[src/cmpc_map.svh]
`ifndef CMPC_MAP_SVH
`define CMPC_MAP_SVH

// ****************************************
// Register offsets (byte addresses)
// ****************************************
`define CMPC_OFS_CTRL     12'h000
`define CMPC_OFS_STATUS   12'h004
`define CMPC_OFS_MASK     12'h008
`define CMPC_OFS_PORT     12'h00C

// ****************************************
// Control register fields
// ****************************************
`define CMPC_BIT_SEL      7
`define CMPC_BIT_ON       6
`define CMPC_BIT_INV      5
`define CMPC_BIT_RES      4
`define CMPC_BIT_ROUTE    3
`define CMPC_BIT_EDGE_HI  2
`define CMPC_BIT_EDGE_LO  1
`define CMPC_BIT_HYS      0
`define CMPC_CTRL_RESET   8'h81
`define CMPC_CTRL_WMASK   8'hEF

// ****************************************
// Status and mask fields
// ****************************************
`define CMPC_BIT_CHG      0
`define CMPC_STAT_WIDTH   1
`define CMPC_MASK_RESET   1'h0

// ****************************************
// Port readback register fields
// ****************************************
`define CMPC_PORT_DATA_LO 0
`define CMPC_PORT_CTL_LO  2
`define CMPC_PORT_HI      3
`define CMPC_PULL_HI      5
`define CMPC_PULL_LO      4
`define CMPC_PULL_RESET   2'h0
`define CMPC_PORT_RESET   4'h0

`endif

[src/cmpc_pkg.sv]
package cmpc_pkg;

  typedef enum logic [1:0] {
    CMPC_EDGE_RISE = 2'h0,
    CMPC_EDGE_FALL = 2'h1,
    CMPC_EDGE_BOTH = 2'h2,
    CMPC_EDGE_ANY  = 2'h3
  } cmpc_edge_t;

  typedef struct packed {
    logic       inputPinSelect;
    logic       comparatorOn;
    logic       outputInvert;
    logic       routeInternal;
    cmpc_edge_t irqEdgeSelect;
    logic       hysteresisOn;
  } cmpc_ctrl_t;

  typedef struct packed {
    logic [1:0] portControl;
    logic [1:0] portData;
  } cmpc_port_t;

endpackage

[src/cmpc_sync.sv]
`timescale 1ns/100ps

module cmpc_sync (
  input  wire logic clk_sys,
  input  wire logic rst,
  input  wire logic async,
  output logic      level,
  output logic      changed
);

  logic [2:0] stage;

  always_ff @(posedge clk_sys or posedge rst) begin
    if (rst) begin
      stage <= 3'h0;
    end else begin
      stage <= {stage[1:0], async};
    end
  end

  // Level moves only when stages two and three agree
  always_ff @(posedge clk_sys or posedge rst) begin
    if (rst) begin
      level   <= 1'b0;
      changed <= 1'b0;
    end else begin
      changed <= 1'b0;
      if (stage[1] == stage[2] && stage[2] != level) begin
        level   <= stage[2];
        changed <= 1'b1;
      end
    end
  end

endmodule

[src/cmpc_top.sv]
// The implementer's own choices: the APB slave port and the register offsets.
`timescale 1ns/100ps
`include "cmpc_map.svh"

module cmpc_top (
  input  wire logic        clk_sys,
  input  wire logic        rst,
  input  wire logic        psel,
  input  wire logic        penable,
  input  wire logic        pwrite,
  input  wire logic [11:0] paddr,
  input  wire logic [31:0] pwdata,
  output logic      [31:0] prdata,
  output logic             pready,
  output logic             pslverr,
  input  wire logic        analogDecision,
  input  wire logic        sleepMode,
  output logic             comparatorPower,
  output logic             hysteresisEnable,
  output logic             analogInputConnect,
  output logic      [1:0]  pullHighEnable,
  output logic             compareOutPin,
  output logic             compareOutPinEnable,
  output logic             irq,
  output logic             wakeUp
);

  // ****************************************
  // Register state
  // ****************************************
  cmpc_pkg::cmpc_ctrl_t ctrl;
  cmpc_pkg::cmpc_port_t port;
  logic [1:0]           pullCfg;
  logic                 status;
  logic                 mask;
  logic                 compareResult;
  logic                 rawLevel;
  logic                 setupCycle;
  logic                 wrCtrl;
  logic                 wrStatus;
  logic                 wrMask;
  logic                 wrPort;
  logic                 prevResult;
  logic                 resultValid;
  logic                 next_result;
  logic                 edgeHit;
  logic                 wrEn;
  logic                 rdEn;
  logic                 addrOk;
  logic                 clearChg;
  logic [31:0]          next_prdata;
  logic [1:0]           pinRead;
  logic [1:0]           next_pull;

  localparam logic [7:0] CTRL_RESET = `CMPC_CTRL_RESET;

  // ****************************************
  // Bus decode
  // ****************************************
  assign setupCycle = psel && !penable;
  assign wrEn       = psel && penable && pwrite;
  assign rdEn       = setupCycle && !pwrite;
  assign wrCtrl     = wrEn && paddr == `CMPC_OFS_CTRL;
  assign wrStatus   = wrEn && paddr == `CMPC_OFS_STATUS;
  assign wrMask     = wrEn && paddr == `CMPC_OFS_MASK;
  assign wrPort     = wrEn && paddr == `CMPC_OFS_PORT;
  assign addrOk = paddr == `CMPC_OFS_CTRL || paddr == `CMPC_OFS_STATUS ||
                  paddr == `CMPC_OFS_MASK || paddr == `CMPC_OFS_PORT;

  // ****************************************
  // Synchroniser
  // ****************************************
  cmpc_sync u_sync (
    .clk_sys (clk_sys),
    .rst     (rst),
    .async   (analogDecision),
    .level   (rawLevel),
    .changed ()
  );

  // ****************************************
  // Control, port and mask registers
  // ****************************************
  always_ff @(posedge clk_sys or posedge rst) begin
    if (rst) begin
      ctrl.inputPinSelect <= CTRL_RESET[`CMPC_BIT_SEL];
      ctrl.comparatorOn   <= CTRL_RESET[`CMPC_BIT_ON];
      ctrl.outputInvert   <= CTRL_RESET[`CMPC_BIT_INV];
      ctrl.routeInternal  <= CTRL_RESET[`CMPC_BIT_ROUTE];
      ctrl.irqEdgeSelect  <= cmpc_pkg::cmpc_edge_t'(
                             CTRL_RESET[`CMPC_BIT_EDGE_HI:`CMPC_BIT_EDGE_LO]);
      ctrl.hysteresisOn   <= CTRL_RESET[`CMPC_BIT_HYS];
    end else if (wrCtrl) begin
      ctrl.inputPinSelect <= pwdata[`CMPC_BIT_SEL];
      ctrl.comparatorOn   <= pwdata[`CMPC_BIT_ON];
      ctrl.outputInvert   <= pwdata[`CMPC_BIT_INV];
      ctrl.routeInternal  <= pwdata[`CMPC_BIT_ROUTE];
      ctrl.irqEdgeSelect  <= cmpc_pkg::cmpc_edge_t'(
                             pwdata[`CMPC_BIT_EDGE_HI:`CMPC_BIT_EDGE_LO]);
      ctrl.hysteresisOn   <= pwdata[`CMPC_BIT_HYS];
    end
  end

  always_ff @(posedge clk_sys or posedge rst) begin
    if (rst) begin
      port <= cmpc_pkg::cmpc_port_t'(`CMPC_PORT_RESET);
    end else if (wrPort) begin
      port <= cmpc_pkg::cmpc_port_t'(
                pwdata[`CMPC_PORT_HI:`CMPC_PORT_DATA_LO]);
    end
  end

  always_ff @(posedge clk_sys or posedge rst) begin
    if (rst) begin
      pullCfg <= `CMPC_PULL_RESET;
    end else if (wrPort) begin
      pullCfg <= pwdata[`CMPC_PULL_HI:`CMPC_PULL_LO];
    end
  end

  always_ff @(posedge clk_sys or posedge rst) begin
    if (rst) begin
      mask <= `CMPC_MASK_RESET;
    end else if (wrMask) begin
      mask <= pwdata[`CMPC_BIT_CHG];
    end
  end

  // ****************************************
  // Stored result
  // ****************************************
  // Inversion applied after sync; comparator off holds result low
  assign next_result = ctrl.comparatorOn &
                       (rawLevel ^ ctrl.outputInvert);

  always_ff @(posedge clk_sys or posedge rst) begin
    if (rst) begin
      compareResult <= 1'b0;
    end else begin
      compareResult <= next_result;
    end
  end

  // Previous result feeds the edge detector
  always_ff @(posedge clk_sys or posedge rst) begin
    if (rst) begin
      prevResult <= 1'b0;
    end else begin
      prevResult <= compareResult;
    end
  end

  // Holds off edge detection until the result pipe has loaded
  always_ff @(posedge clk_sys or posedge rst) begin
    if (rst) begin
      resultValid <= 1'b0;
    end else begin
      resultValid <= 1'b1;
    end
  end

  // ****************************************
  // Edge detect and interrupt
  // ****************************************
  always_comb begin
    edgeHit = 1'b0;
    if (resultValid && ctrl.comparatorOn) begin
      unique case (ctrl.irqEdgeSelect)
        cmpc_pkg::CMPC_EDGE_RISE: edgeHit = compareResult && !prevResult;
        cmpc_pkg::CMPC_EDGE_FALL: edgeHit = !compareResult && prevResult;
        cmpc_pkg::CMPC_EDGE_BOTH,
        cmpc_pkg::CMPC_EDGE_ANY:  edgeHit = compareResult != prevResult;
      endcase
    end
  end

  assign clearChg = wrStatus && pwdata[`CMPC_BIT_CHG];

  // Set wins over a same-cycle clear
  always_ff @(posedge clk_sys or posedge rst) begin
    if (rst) begin
      status <= 1'b0;
    end else if (edgeHit) begin
      status <= 1'b1;
    end else if (clearChg) begin
      status <= 1'b0;
    end
  end

  // ****************************************
  // Interrupt and wake outputs
  // ****************************************
  always_ff @(posedge clk_sys or posedge rst) begin
    if (rst) begin
      irq <= 1'b0;
    end else begin
      irq <= (status | edgeHit) & mask;
    end
  end

  // Only a fresh edge wakes; a preset flag blocks it
  always_ff @(posedge clk_sys or posedge rst) begin
    if (rst) begin
      wakeUp <= 1'b0;
    end else begin
      wakeUp <= sleepMode & edgeHit & !status;
    end
  end

  // ****************************************
  // Analog and pin controls
  // ****************************************
  always_ff @(posedge clk_sys or posedge rst) begin
    if (rst) begin
      comparatorPower <= 1'b0;
    end else begin
      comparatorPower <= ctrl.comparatorOn;
    end
  end

  always_ff @(posedge clk_sys or posedge rst) begin
    if (rst) begin
      hysteresisEnable <= 1'b0;
    end else begin
      hysteresisEnable <= ctrl.hysteresisOn;
    end
  end

  always_ff @(posedge clk_sys or posedge rst) begin
    if (rst) begin
      analogInputConnect <= 1'b0;
    end else begin
      analogInputConnect <= ctrl.inputPinSelect;
    end
  end

  // Pull-highs cut on both pins while the comparator owns the pins
  generate
    for (genvar i = 0; i < 2; i++) begin : g_pull
      assign next_pull[i] = ctrl.inputPinSelect ? 1'b0 : pullCfg[i];
    end
  endgenerate

  always_ff @(posedge clk_sys or posedge rst) begin
    if (rst) begin
      pullHighEnable <= 2'h0;
    end else begin
      pullHighEnable <= next_pull;
    end
  end

  always_ff @(posedge clk_sys or posedge rst) begin
    if (rst) begin
      compareOutPin <= 1'b0;
    end else begin
      compareOutPin <= compareResult;
    end
  end

  always_ff @(posedge clk_sys or posedge rst) begin
    if (rst) begin
      compareOutPinEnable <= 1'b0;
    end else begin
      compareOutPinEnable <= !ctrl.routeInternal;
    end
  end

  // ****************************************
  // APB read path
  // ****************************************
  // Control bit set reads zero while the input pin is selected; otherwise reads port data
  generate
    for (genvar i = 0; i < 2; i++) begin : g_pin
      assign pinRead[i] = ctrl.inputPinSelect &&
                          port.portControl[i] ? 1'b0 : port.portData[i];
    end
  endgenerate

  always_comb begin
    next_prdata = 32'h0;
    unique case (paddr)
      `CMPC_OFS_CTRL: begin
        next_prdata[`CMPC_BIT_SEL]   = ctrl.inputPinSelect;
        next_prdata[`CMPC_BIT_ON]    = ctrl.comparatorOn;
        next_prdata[`CMPC_BIT_INV]   = ctrl.outputInvert;
        next_prdata[`CMPC_BIT_RES]   = compareResult;
        next_prdata[`CMPC_BIT_ROUTE] = ctrl.routeInternal;
        next_prdata[`CMPC_BIT_EDGE_HI:`CMPC_BIT_EDGE_LO] =
          ctrl.irqEdgeSelect;
        next_prdata[`CMPC_BIT_HYS]   = ctrl.hysteresisOn;
      end
      `CMPC_OFS_STATUS: next_prdata[`CMPC_BIT_CHG] = status;
      `CMPC_OFS_MASK:   next_prdata[`CMPC_BIT_CHG] = mask;
      `CMPC_OFS_PORT:   next_prdata[5:0] = {pullCfg, port.portControl,
                                            pinRead};
      default:          next_prdata = 32'h0;
    endcase
  end

  // ****************************************
  // APB response
  // ****************************************
  // Answer one cycle after setup: pready high in the access cycle
  always_ff @(posedge clk_sys or posedge rst) begin
    if (rst) begin
      pready <= 1'b0;
    end else begin
      pready <= setupCycle;
    end
  end

  // Unmapped addresses answer with an error and have no effect
  always_ff @(posedge clk_sys or posedge rst) begin
    if (rst) begin
      pslverr <= 1'b0;
    end else begin
      pslverr <= setupCycle && !addrOk;
    end
  end

  // Read data taken at setup, standing through the access cycle
  always_ff @(posedge clk_sys or posedge rst) begin
    if (rst) begin
      prdata <= 32'h0;
    end else if (rdEn) begin
      prdata <= next_prdata;
    end
  end

endmodule

[config.mk]
export PLATFORM = sky130hd
export DESIGN_NAME = cmpc_top
export DESIGN_NICKNAME = d
export VERILOG_FILES = /design/src/cmpc_pkg.sv /design/src/cmpc_sync.sv /design/src/cmpc_top.sv
export VERILOG_INCLUDE_DIRS = /design/src
export SDC_FILE = /design/constraint.sdc
export NUM_CORES = 1
export LEC_CHECK = 0
export BUFFER_PORTS_ARGS = -buffer_cell sky130_fd_sc_hd__buf_2
export CAP_MARGIN = 20
export CORE_ASPECT_RATIO = 1.2
export CORE_MARGIN = 1
export CORE_UTILIZATION = 48
export DETAILED_ROUTE_END_ITERATION = 8
export GPL_TIMING_DRIVEN = 0
export PLACE_DENSITY = 0.8
export SYNTH_ARGS = -nofsm -noshare
export SYNTH_HDL_FRONTEND = slang
export SYNTH_SLANG_ARGS = --single-unit
[constraint.sdc]
create_clock -name clk_sys -period 4.3 [get_ports clk_sys]
set_clock_uncertainty 0.15 [all_clocks]
set_input_delay 0.86 -clock clk_sys [delete_from_list [all_inputs] [get_ports clk_sys]]
set_output_delay 0.86 -clock clk_sys [all_outputs]
set_load 0.01 [all_outputs]
After elaboration in Yosys (flattened, before gate mapping)

Cells that the tools add are included.

Bits in registers: 40
Output and inout bits: 43

Equality and inequality tests: 9
Multiplexer cells: 11
Bitwise gates (word level): 6
Reductions and logical operators: 30

Operators by type and width:

| kind                                            | number |
|---|---|
| == test 12 x 4 -> 1 bit (second input constant) | 2 |
| logical AND 1 bit                               | 16 |
| == test 12 x 3 -> 1 bit (second input constant) | 1 |
| logical NOT 12 bit                              | 1 |
| one-hot mux 5 bit (2 select lines)              | 1 |
| logical NOT 1 bit                               | 7 |
| 2-to-1 mux 1 bit                                | 7 |
| AND 1 bit                                       | 4 |
| == test 2 bit (second input constant)           | 2 |
| one-hot mux 1 bit (4 select lines)              | 1 |
| logical OR 1 bit                                | 3 |
| one-hot mux 1 bit (3 select lines)              | 1 |
| == test 2 x 1 -> 1 bit (second input constant)  | 1 |
| logical NOT 2 bit                               | 1 |
| 2-to-1 mux 2 bit                                | 1 |
| != test 1 bit                                   | 2 |
| nonzero test 2 bit                              | 1 |
| OR reduction 2 bit                              | 1 |
| == test 1 bit                                   | 1 |
| OR 1 bit                                        | 1 |
| XOR 1 bit                                       | 1 |

Longest topological paths before layout

Word-level depth: 6
Gate-level depth with buffers: 5

Hierarchy

Synthesis repeated with hierarchy kept, for this count alone.

Cells, all modules: 157
Area, all modules: 1849.3 um2

Modules (own cells, without submodules):

| module    | times used | cells an instance | area each (um2) | sequential area each (um2) |
|---|---|---|---|---|
| cmpc_top  | 1          | 146               | 1694.1          | 903.4 |
| cmpc_sync | 1          | 11                | 155.1           | 125.1 |

Worst setup path before layout

No wires, ideal clock.

Path kind: input port to flip-flop
From: in paddr[7]
To: reg ctrl[1] (netlist name)
Arrival: 2.471 ns
Required time: 4.025 ns
Setup slack: 1.554 ns
Stages on the path: 5
Buffers on the path: 2
Path through: or4_4 buf_6 or4_4 buf_6 mux2_4

Word-level cells in the longest chain between the ends: 2

RTL lines:

| what                               | line           | RTL |
|---|---|---|
| start: declaration                 | cmpc_top.sv:11 | `input wire logic [11:0] paddr,` |
| logical NOT 12 bit                 | --             |  |
| logical AND 1 bit (no source line) | --             |  |
| end: declaration                   | cmpc_top.sv:31 | `cmpc_pkg::cmpc_ctrl_t ctrl;` |

Every way passes these cells.
A chain may end at the register's enable or synchronous reset.

Worst setup path in the final report

From: in paddr[1]
To: reg ctrl[3] (netlist name)

Same word-level chain as after synthesis.

==> results.sh <==
export IMPL_regToRegStartpoint="compareOutPin"
export IMPL_cap_viol_max_count=0
export IMPL_rsz0062_at_grt="false"
export IMPL_dieArea_um2=4120
export IMPL_power_frac_comb=0.088
export IMPL_cts_hold_buf=0
export IMPL_routed_via_density=4.50
export IMPL_route_vias_total=1259
export IMPL_leakage_uw=0.00123
export IMPL_power_density_nw_per_um2=303
export IMPL_port_buffers=44
export IMPL_grtUsageMet3=0.0352
export IMPL_worstSetupStartpoint="paddr[1]"
export IMPL_switchingPower_uw=166
export IMPL_min_from="u_sync.stage[0]"
export IMPL_timing_final_max_slew_violations=0
export IMPL_first_pass_iters=4
export IMPL_die_h_um=70.1
export IMPL_gr_usage_met2=0.278
export IMPL_path_class="in2reg"
export IMPL_synth_ff_type="dfrtp_1"
export IMPL_grt_max_degree=41
export IMPL_place_area_um2=2230
export IMPL_top_usage_layer="met2"
export IMPL_post_route_min_period_ps=2590
export IMPL_cts_resized=0
export IMPL_cp_required_ps=4330
export IMPL_htreeDepth=2
export IMPL_hold_class="reg2reg"
export IMPL_path_max_fanout=7
export IMPL_ios=94
export IMPL_finalPower_uw=705
export IMPL_wl_per_cell_um=11.5
export IMPL_numPlacedInstances=272
export IMPL_path_clk_slew_ps=80
export IMPL_final_util=0.634
export IMPL_slew_headroom=0.467
export IMPL_fillers=313
export IMPL_power_share_sequential=0.541
export IMPL_first_global_vias=1158
export IMPL_synth_warnings=0
export IMPL_chipWidth_um=58.7
export IMPL_use_met1=0.218
export IMPL_gr_total_overflow=0
export IMPL_area_delta_synth_final_pct=25.3
export IMPL_cp_slowest_cell="or4_4"
export IMPL_fin_nets=280
export IMPL_end_kind="register"
export IMPL_netlist_area_um2=1850
export IMPL_tritoncts="built"
export IMPL_setup_violations_final=0
export IMPL_fin_crit_sh=0.602
export IMPL_antenna_found_initial=0
export IMPL_clk_latency_ps=290
export IMPL_max_freq_mhz=386
export IMPL_syn_avg_cell_area_um2=12.1
export IMPL_netlist_instances=153
export IMPL_wirelength_mm=3.23
export IMPL_p_clk_frac=0.371
export IMPL_p_int_uw=539
export IMPL_fp_coreArea_um2=3660
export IMPL_drive_gt1_frac=0.452
export IMPL_design_area_um2=2320
export IMPL_multi_input_area_um2=696
export IMPL_path_cells="buf_2 -> or4_1 -> clkbuf_1 -> or4_4 -> buf_6 -> mux2_4"
export IMPL_vdd_drop_max_mv=0.161
export IMPL_place_hpwl_mm=2.35
export IMPL_grt_usage=0.174
export IMPL_ant_nets=0
export IMPL_slowest_delay_ps=510
export IMPL_cts_buffer_depth=2
export IMPL_n_antenna_cell=0
export IMPL_place_gp_congestion=0.803
export IMPL_post_cts_setup_buffers=0
export IMPL_synth_seq_cells=40
export IMPL_seq_area_um2=1000
export IMPL_cts_root_buffer="clkbuf_8"
export IMPL_synth_edf_count=0
export IMPL_drc=0
export IMPL_start_util=0.506
export IMPL_arrival_ps=2610
export IMPL_hold_viol_final=0
export IMPL_clkSinkCount=40
export IMPL_yosysUniqueCellTypes=38
export IMPL_drt_iter0_drc=12
export IMPL_swShare=0.236
export IMPL_start_kind="input pin"
export IMPL_worstMarginPinSlew_ps=798
export IMPL_status="complete, no violations"
export IMPL_cts_buffers=5
export IMPL_grt_pass1_wl_mm=5.36
export IMPL_rows=24
export IMPL_final_cell_count_no_fill=280
export IMPL_async_reset_ff_frac=1.00
export IMPL_fin_setup_tns_ps=0
export IMPL_synth_seq_area_share=0.541
[final timing paths]
path | endpoint | slack, ps | depth (start not counted)
setup / recovery | ctrl[3] | 1710 | 6
hold / removal | u_sync.stage[1] | 210 | 0
setup reg to reg | irq | 2690 | 5
hold reg to reg | u_sync.stage[1] | 210 | 0
max in group asynchronous | irq | 2930 | 2
min in group asynchronous | analogInputConnect | 560 | 2
[synth_stat cells (2+ instances only)]
| cell | n | share of area |
|---|---|---|
| dfstp_2 | 2 | 0.028 |
| and2_1 | 2 | 0.0067 |
| dfrtp_1 | 38 | 0.51 |
| nor2b_1 | 5 | 0.017 |
| o21ai_1 | 6 | 0.016 |
| mux2_4 | 7 | 0.057 |
| or4_1 | 3 | 0.012 |
| conb_1 | 2 | 0.0041 |
| mux2_2 | 8 | 0.049 |
| a22oi_1 | 4 | 0.016 |
| inv_1 | 6 | 0.012 |
| or4_4 | 2 | 0.012 |
| buf_4 | 24 | 0.097 |
| ha_1 | 2 | 0.013 |
| clkbuf_1 | 3 | 0.0061 |
| buf_6 | 2 | 0.012 |
| nand2_1 | 14 | 0.028 |
| o21ai_0 | 2 | 0.0054 |
| nand3_1 | 2 | 0.0054 |
[sequential cells by signal, summed over array words and instances, names as in the netlist, 2 cells and up]
name	count
port	4
u_sync.stage	3
pullHighEnable	2
ctrl	7
prdata	8
pullCfg	2
[cells by family (layout without fill, tap and decap cells)]
| kind of cell | Yosys count | count (layout) | share of synthesized area |
|---|---|---|---|
| compound gates | 20 | 20 | 0.0736 |
| xor+xnor | 1 | 1 | 0.00472 |
| fa+ha+maj | 3 | 3 | 0.0189 |
| buf+inv | 36 | 88 | 0.130 |
| flops | 40 | 40 | 0.541 |
| mux | 15 | 15 | 0.105 |
| other cells | 2 | 25 | 0.00405 |
| simple gates | 36 | 36 | 0.122 |
[power by group through the flow]
stage / Clock, uW / Sequential (uW) / Combinational, uW
floorplan: 0 / 389 / 42.6
global placement: 0 / 389 / 60.7
detailed placement: 0 / 389 / 61.6
CTS: 264 / 382 / 61.8
global route: 281 / 382 / 69.3
finish: 261 / 382 / 61.8
[per-layer routing]
| layer | wire length (um) | share of wire |
|---|---|---|
| met1 | 1340 | 0.41 |
| met2 | 1680 | 0.52 |
| met3 | 149 | 0.046 |
| met4 | 66 | 0.020 |
| met5 | 0 | 0 |
[worst max-delay path, delay by kind of cell]
kind	cells	cell delay, ps
buffers and inverters	3	450
muxes	1	290
and+or+nand+nor	2	1010
[layout make-up]
cell class | instances | area share
Sequential cell | 40 | 0.432
Multi-Input combinational cell | 100 | 0.299
Timing Repair Buffer | 44 | 0.0948
Buffer | 30 | 0.0942
Clock buffer | 6 | 0.0355
Tap cell | 52 | 0.0280
Inverter | 6 | 0.00969
Clock inverter | 2 | 0.00646
[placed cells by master (no fill, tap or decap), drive strengths merged, types with 5 or more instances in the layout]
cell type,Yosys,final
nor2b,5,5
or4,5,5
clkbuf,3,9
o21ai,8,8
mux2,15,15
inv,6,6
buf,27,71
dfrtp,38,38
conb,2,25
nand2,14,14
[per-stage QoR]
| step | hold slack (ps) | setup slack, ps |
|---|---|---|
| CTS | 218 | 1710 |
| floorplan | 181 | 1550 |
| finish | 214 | 1710 |
| detailed placement | 199 | 1400 |
| global placement | 189 | 1420 |
| global route | 230 | 1670 |
Power figures use the tool's default switching activity.
